`config.mk`:
```
export PLATFORM = sky130hd
export DESIGN_NAME = epw_host
export DESIGN_NICKNAME = d
export VERILOG_FILES = /design/src/verilog/epw_pkg.sv /design/src/verilog/epw_host.sv
export SDC_FILE = /design/constraint.sdc
export NUM_CORES = 1
export LEC_CHECK = 0
export BUFFER_PORTS_ARGS = -buffer_cell sky130_fd_sc_hd__buf_2
export CORE_UTILIZATION = 43
export DETAILED_ROUTE_END_ITERATION = 6
export PLACE_DENSITY_LB_ADDON = 0.05
export SLEW_MARGIN = 25
export SYNTH_ARGS = -nofsm -noshare
export SYNTH_HDL_FRONTEND = slang
export SYNTH_SLANG_ARGS = --single-unit
```
`constraint.sdc`:
```
create_clock -name sys_clk_i -period 2.6 [get_ports sys_clk_i]
set_input_delay 0.13 -clock sys_clk_i [delete_from_list [all_inputs] [get_ports sys_clk_i]]
set_output_delay 0.13 -clock sys_clk_i [all_outputs]
set_load 0.02 [all_outputs]
```
`src/verilog/epw_pkg.sv`:
```
// Constants and types for the page-write host controller
// Function
// Unloaded bytes of the page keep their old contents across programming.
// One to 16 bytes of one page per window, any order.
// A location loaded twice programs only its latest value.
// Host keeps address bits above the low four fixed during the window.
// Device keeps the load window open at least 200 us.
// Slow hosts should load only four or eight bytes per cycle.
// During programming the top data line reads the inverse of the loaded bit.
// During programming the lower seven data lines are undefined on read.
// After programming a read of the last location matches the loaded byte.
// Host keeps last byte and address, reads until equal.
// Host may instead wait the maximum programming time before next access.
// Cycle starts on last falling strobe edge with output strobe high.
// Upper eight address bits select the page, low bits the byte; the code takes the upper nine of its 13 address bits as the page.
// After the window the device floats the bus and ignores controls.
// Internal erase and program takes about five milliseconds.
// Status reads during programming do not disturb the page.
package epw_pkg;
    localparam int ADDR_W = 13;
    localparam int DATA_W = 8;
    localparam int OFS_W = 4;
    localparam int PAGE_BYTES = 16;
    localparam int CLK_MHZ = 125;
    // Window budget: the 200 us window in clock cycles, not used by the host, which loads as load_valid_i arrives
    localparam int WINDOW_US = 200;
    localparam int WINDOW_CYC = WINDOW_US * CLK_MHZ;
    localparam int WAIT_MS = 10;
    localparam int WAIT_CYC = WAIT_MS * 1000 * CLK_MHZ;
    // Bus cycle timing: strobe low and read access
    localparam int STROBE_NS = 200;
    localparam int STROBE_CYC = (STROBE_NS + 7) / 8;
    localparam int ACCESS_NS = 250;
    localparam int ACCESS_CYC = (ACCESS_NS + 7) / 8;
    localparam logic [7:0] TOP_BIT = 8'h07;

    typedef enum logic [2:0] {
        EPW_IDLE = 3'b000,
        EPW_SETUP = 3'b001,
        EPW_STROBE = 3'b011,
        EPW_HOLD = 3'b010,
        EPW_POLL = 3'b110,
        EPW_SAMPLE = 3'b111,
        EPW_WAIT = 3'b101,
        EPW_DONE = 3'b100
    } epw_state_t;
endpackage : epw_pkg

```
`src/verilog/epw_host.sv`:
```
// Host controller loading one page and polling for completion
`timescale 1ns/10ps
module epw_host #(
    parameter int WAIT_CYCLES = epw_pkg::WAIT_CYC,
    parameter int STROBE_CYCLES = epw_pkg::STROBE_CYC,
    parameter int ACCESS_CYCLES = epw_pkg::ACCESS_CYC
) (
    input wire logic sys_clk_i,
    input wire logic reset_i,
    input wire logic load_valid_i,
    input wire logic [epw_pkg::ADDR_W-1:0] load_addr_i,
    input wire logic [epw_pkg::DATA_W-1:0] load_data_i,
    input wire logic load_last_i,
    input wire logic poll_mode_i,
    input wire logic [epw_pkg::DATA_W-1:0] mem_data_i,
    output logic load_ready_o,
    output logic page_err_o,
    output logic done_o,
    output logic [epw_pkg::ADDR_W-1:0] mem_addr_o,
    output logic [epw_pkg::DATA_W-1:0] mem_data_o,
    output logic mem_data_oe_o,
    output logic mem_ce_n_o,
    output logic mem_we_n_o,
    output logic mem_oe_n_o
);
    import epw_pkg::*;

    // All state of the host in one register
    typedef struct packed {
        epw_state_t state;
        logic [31:0] cnt;
        logic [31:0] tmo;
        logic [ADDR_W-1:0] addr;
        logic [DATA_W-1:0] data;
        logic last;
        logic first;
        logic [ADDR_W-OFS_W-1:0] page;
        logic [DATA_W-1:0] s1;
        logic [DATA_W-1:0] s2;
        logic ready;
        logic err;
        logic done;
        logic oe_data;
        logic ce_n;
        logic we_n;
        logic oe_n;
    } epw_regs_t;

    epw_regs_t r_reg;
    epw_regs_t r_next;

    function automatic logic [ADDR_W-OFS_W-1:0] page_of(input logic [ADDR_W-1:0] a);
        page_of = a[ADDR_W-1:OFS_W];
    endfunction : page_of

    function automatic logic [31:0] count_down(input logic [31:0] c);
        if (c != 32'h0000_0000)
        begin
            count_down = c - 32'h0000_0001;
        end
        else
        begin
            count_down = c;
        end
    endfunction : count_down

    function automatic logic last_tick(input logic [31:0] c);
        last_tick = (c <= 32'h0000_0001);
    endfunction : last_tick

    always_comb
    begin
        r_next = r_reg;
        // Bus data passes two flops before the compare
        r_next.s1 = mem_data_i;
        r_next.s2 = r_reg.s1;
        r_next.done = 1'b0;
        r_next.err = 1'b0;
        // Timers count down and rest at zero
        r_next.cnt = count_down(r_reg.cnt);
        r_next.tmo = count_down(r_reg.tmo);
        case (r_reg.state)
            EPW_IDLE:
            begin
                if (load_valid_i && r_reg.ready)
                begin
                    if (!r_reg.first && page_of(load_addr_i) != r_reg.page)
                    begin
                        r_next.err = 1'b1; // Page change refused
                    end
                    else
                    begin
                        r_next.addr = load_addr_i; // Any order within page
                        r_next.data = load_data_i; // Kept copy for polling
                        r_next.last = load_last_i;
                        r_next.page = page_of(load_addr_i);
                        r_next.ready = 1'b0;
                        r_next.oe_n = 1'b1; // Output strobe high on write
                        r_next.oe_data = 1'b1;
                        r_next.state = EPW_SETUP;
                    end
                end
            end
            EPW_SETUP:
            begin
                // Address and data set up a cycle ahead of the strobe
                r_next.ce_n = 1'b0;
                r_next.we_n = 1'b0; // Falling strobe latches byte
                r_next.cnt = 32'(STROBE_CYCLES);
                r_next.state = EPW_STROBE;
            end
            EPW_STROBE:
            begin
                // Strobe width counted from the falling edge
                if (last_tick(r_reg.cnt))
                begin
                    r_next.ce_n = 1'b1;
                    r_next.we_n = 1'b1;
                    r_next.state = EPW_HOLD;
                end
            end
            EPW_HOLD:
            begin
                // Address and data held a cycle past the rising strobe
                r_next.oe_data = 1'b0;
                r_next.first = 1'b0;
                if (!r_reg.last)
                begin
                    r_next.ready = 1'b1; // Next byte of same page
                    r_next.state = EPW_IDLE;
                end
                else if (poll_mode_i)
                begin
                    r_next.tmo = 32'(WAIT_CYCLES); // Polling bounded by worst case
                    r_next.state = EPW_POLL;
                end
                else
                begin
                    r_next.cnt = 32'(WAIT_CYCLES); // Fixed wait
                    r_next.state = EPW_WAIT;
                end
            end
            EPW_POLL:
            begin
                // Read strobe covers access time and the two sync flops
                r_next.ce_n = 1'b0;
                r_next.oe_n = 1'b0; // Read of last location
                r_next.cnt = 32'(ACCESS_CYCLES) + 32'h0000_0002;
                r_next.state = EPW_SAMPLE;
            end
            EPW_SAMPLE:
            begin
                if (last_tick(r_reg.cnt))
                begin
                    r_next.ce_n = 1'b1;
                    r_next.oe_n = 1'b1;
                    // Top bit inverted or lower bits float until finished
                    if (r_reg.s2 == r_reg.data)
                    begin
                        r_next.state = EPW_DONE;
                    end
                    else if (r_reg.tmo == 32'h0000_0000)
                    begin
                        // Worst-case programming time has passed
                        r_next.state = EPW_DONE;
                    end
                    else
                    begin
                        r_next.state = EPW_POLL;
                    end
                end
            end
            EPW_WAIT:
            begin
                // No reads while waiting out the worst case
                if (last_tick(r_reg.cnt))
                begin
                    r_next.state = EPW_DONE;
                end
            end
            EPW_DONE:
            begin
                // Next byte opens a new page
                r_next.done = 1'b1;
                r_next.first = 1'b1;
                r_next.ready = 1'b1;
                r_next.state = EPW_IDLE;
            end
            default:
            begin
                // Unknown state values return to idle; all eight codes are states
                r_next.state = EPW_IDLE;
            end
        endcase
    end

    always_ff @(posedge sys_clk_i)
    begin
        if (reset_i)
        begin
            // Idle bus: strobes high, data bus released
            r_reg <= '{state: EPW_IDLE, cnt: 32'h0000_0000, tmo: 32'h0000_0000,
                       addr: '0, data: '0,
                       last: 1'b0, first: 1'b1, page: '0, s1: '0, s2: '0,
                       ready: 1'b1, err: 1'b0, done: 1'b0, oe_data: 1'b0,
                       ce_n: 1'b1, we_n: 1'b1, oe_n: 1'b1};
        end
        else
        begin
            r_reg <= r_next;
        end
    end

    // Every output comes straight from the state register
    assign load_ready_o = r_reg.ready;
    assign page_err_o = r_reg.err;
    assign done_o = r_reg.done;
    assign mem_addr_o = r_reg.addr;
    assign mem_data_o = r_reg.data;
    assign mem_data_oe_o = r_reg.oe_data;
    assign mem_ce_n_o = r_reg.ce_n;
    assign mem_we_n_o = r_reg.we_n;
    assign mem_oe_n_o = r_reg.oe_n;
endmodule : epw_host

```
==> run summary <==
Area delta synth->final - 26.6%
Post-route non-filler standard cell count - 812
Starting density of the core - 44.6%
Netlist Area Pre-Place - 5140 um2
Synthesized netlist cell count - 576
Detail-routed via count per cell - 5.09
Level count of the clock H-tree - 4
Gr usage total - 18.8%
Die X - 111 um
Detailed-route wire length - 11.0 mm
Slew of the pin with the lowest slew margin - 0.688 ns
Via count of the first global-routing pass - 4052
Share of cells above drive strength 1 - 18.8%
Average footprint of a synthesized cell - 8.92 um2
CTS tree - yes
Clock-pin slew of the registers on the worst-case setup and hold paths - 0.05 ns
Cell repeated most along the worst path - or4_4
Worst-path cell with the longest stage delay - or4_4
Top cell family by delay on the critical path - simple AND/OR/NAND/NOR gates
Number of warnings printed during yosys synthesis - 0
Height of the die - 111 um
Portion of the post-synthesis area used by sequential elements - 44.0%
Final worst-path cycle share - 95.9%
Count of filler cells inserted in the layout - 1042
Critical Path Sink Type - flop
Data arrival, critical path - 2.76 ns
Setup Viol. Count Final - 0
Worst setup SP type - flop
Cell at the root of the clock tree - clkbuf_16
Critical path data required time - 2.86 ns
Number of antenna violations at the first check in global routing - 0
Fin Hold WS - 0.105 ns
Global-route wire length before repair - 18.6 mm
Ports - 62
Min Clock Period, post-route - 2.49 ns
Share of async-settable or async-resettable flops after synthesis - 0%
Die Footprint - 12400 um2
Hold Path Class - input port to flop
Worst clock skew on the final layout - 0.00988 ns
IO Port Bufs - 61
Worst Path Class, Setup - flop to flop
Total power per unit cell area - 1680 nW/um2
Post-synth top flop - dfxtp_1
Unique masters post-synth - 51
Total half-perimeter wirelength after legalization and detailed placement - 7.36 mm
Delay contributed by the slowest stage of the critical path - 0.60 ns
Flip-flop count of the largest register after layout - 77
Final Net Count - 693
Number of rows created at floorplan - 39
Net count after synthesis - 613
Total overflow reported by the global router - 0
Critical Path, Cell by Cell - or4_4, or4_4, or4_4, nand3_1, xor2_1, o22ai_1
Std-Cell Core Area - 11500 um2
Count of flip-flops with a built-in enable after synthesis - 0
Antenna diodes - 0
Synth Register Bits - 113
DRC viols - 4
Final Power - 0.0109 W
Violated checks - design-rule violations
RSZ-0062 raised after global routing - false
Number of CTS-inserted buffers - 17
Maximum achievable frequency - 401 MHz
Run status - finished, violations left
Largest buffer count on any clock path - 2
Routed Antenna Nets - 0
Routability Congestion - 0.805
Setup TNS - 0 ns
Peak supply drop - 0.967 mV
Flop-to-flop setup slack - 0.11 ns
Count of maximum capacitance violations - 0
Crit path max fanout - 8
Routed via count - 4135
Drt first-iter violations - 219
Detail-routed net length per standard cell - 13.6 um
Max-slew headroom at the worst pin - 54.1%
Largest net degree at the start of global routing - 67
Total buffers and inverters traversed by the critical path - 0
Sink count of the clock tree - 113
Static Leakage - 2.70 nW
First drt pass iteration count - 7
Placed Cells - 750
Worst skew pair latency - 0.41 ns
Setup Fix Bufs, Post-CTS - 0
Number of hold-slack violations in the final timing report - 0
Total count of max-transition violations in the final report - 0
[layout make-up]
| class | instances | area [um2] | share of cell area, % |
|---|---|---|---|
| inverter | 8 | 30.0 | 0.462 |
| clock buffer | 19 | 453 | 6.96 |
| timing repair buffer | 111 | 768 | 11.8 |
| tap | 143 | 179 | 2.75 |
| multi-input combinational | 405 | 2580 | 39.6 |
| clock inverter | 13 | 233 | 3.58 |
| sequential | 113 | 2260 | 34.8 |
[kinds of logic (layout without fill, tap and decap cells)]
| kind of cell | count (synthesis) | after routing | synth area share (%) |
|---|---|---|---|
| xor+xnor | 64 | 64 | 10.9 |
| mux | 23 | 23 | 4.51 |
| simple gates | 244 | 244 | 24.9 |
| compound gates | 71 | 71 | 8.79 |
| buf+inv | 58 | 151 | 6.14 |
| flops | 113 | 113 | 44.0 |
| fa+ha+maj | 3 | 3 | 0.731 |
[cells in the mapped netlist, drive strengths merged, types with 4 or more instances]
library cell  count  area [um2]
xnor2            22         193
nand3b            6        45.0
o22ai             5        31.3
o21bai            4        30.0
nand3            16        80.1
nor2b            23         144
nor2             82         308
nor3             27         135
dfxtp           113        2260
nand4             5        37.5
o21ai            10        50.1
nand2            22        82.6
and2              4        25.0
buf              26         195
nand2b            7        43.8
inv               8        30.0
a31oi             7        43.8
nor4             18         119
or3              11        68.8
xor2             42         368
nand4b            4        35.0
mux2i            22         220
a21oi            26         134
or4              13         109
clkbuf           24        90.1
[cell usage in the layout, fill, tap and decap left out, drive strengths merged, types with 7 or more instances in the layout]
cell type / n
a21oi: 26
a31oi: 7
buf: 81
clkbuf: 19
dfxtp: 113
dlygate4sd3: 30
inv: 8
mux2i: 22
nand2: 22
nand2b: 7
nand3: 16
nor2: 82
nor2b: 23
nor3: 27
nor4: 18
o21ai: 10
or3: 11
or4: 13
xnor2: 22
xor2: 42
[tightest hold or removal path: cells and delay by family]
kind,cells,cell delay [ns]
buf+inv,1,0.11
simple gates,2,0.22
[where the power goes]
group	switching, W	total (W)	internal (W)
registers	0.000561	0.00291	0.00235
logic	0.00305	0.00537	0.00232
clock network	0.000814	0.00266	0.00185
total	0.00442	0.0109	0.00652
[final timing paths]
kind | startpoint | endpoint | cells after the start
max | r_reg[106] | r_reg[92] | 6
min | load_valid_i | page_err_o | 3
max reg2reg | r_reg[106] | r_reg[92] | 6
min reg2reg | r_next[7] | r_reg[7] | 1
[what timing repair did]
item	4_1_cts	5_1_grt
hold endpoints to repair	30	0
endpoints found under the setup margin	0	2
gates resized for setup	0	2
hold buffers	30	0
[per-layer routing]
metal / global-route usage (%) / part of all wire (%) / vias up
li1: - / - / 2153
met1: 22.5 / 48 / 1923
met2: 30.7 / 48 / 51
met3: 5.96 / 3.3 / 8
met4: 9.10 / 1.1 / 0
met5: 0 / 0 / -
[metrics by stage]
stage | util [%] | setup slack, ns | area [um2]
after floorplan | - | 0.113 | 5140
after global placement | 47.8 | 0.157 | 5510
after detailed placement | 47.8 | 0.104 | 5510
after CTS | 56.4 | 0.0937 | 6490
after global routing | 56.5 | 0.0143 | 6500
final | 56.5 | 0.105 | 6500
(Power assumes the default switching activity.)
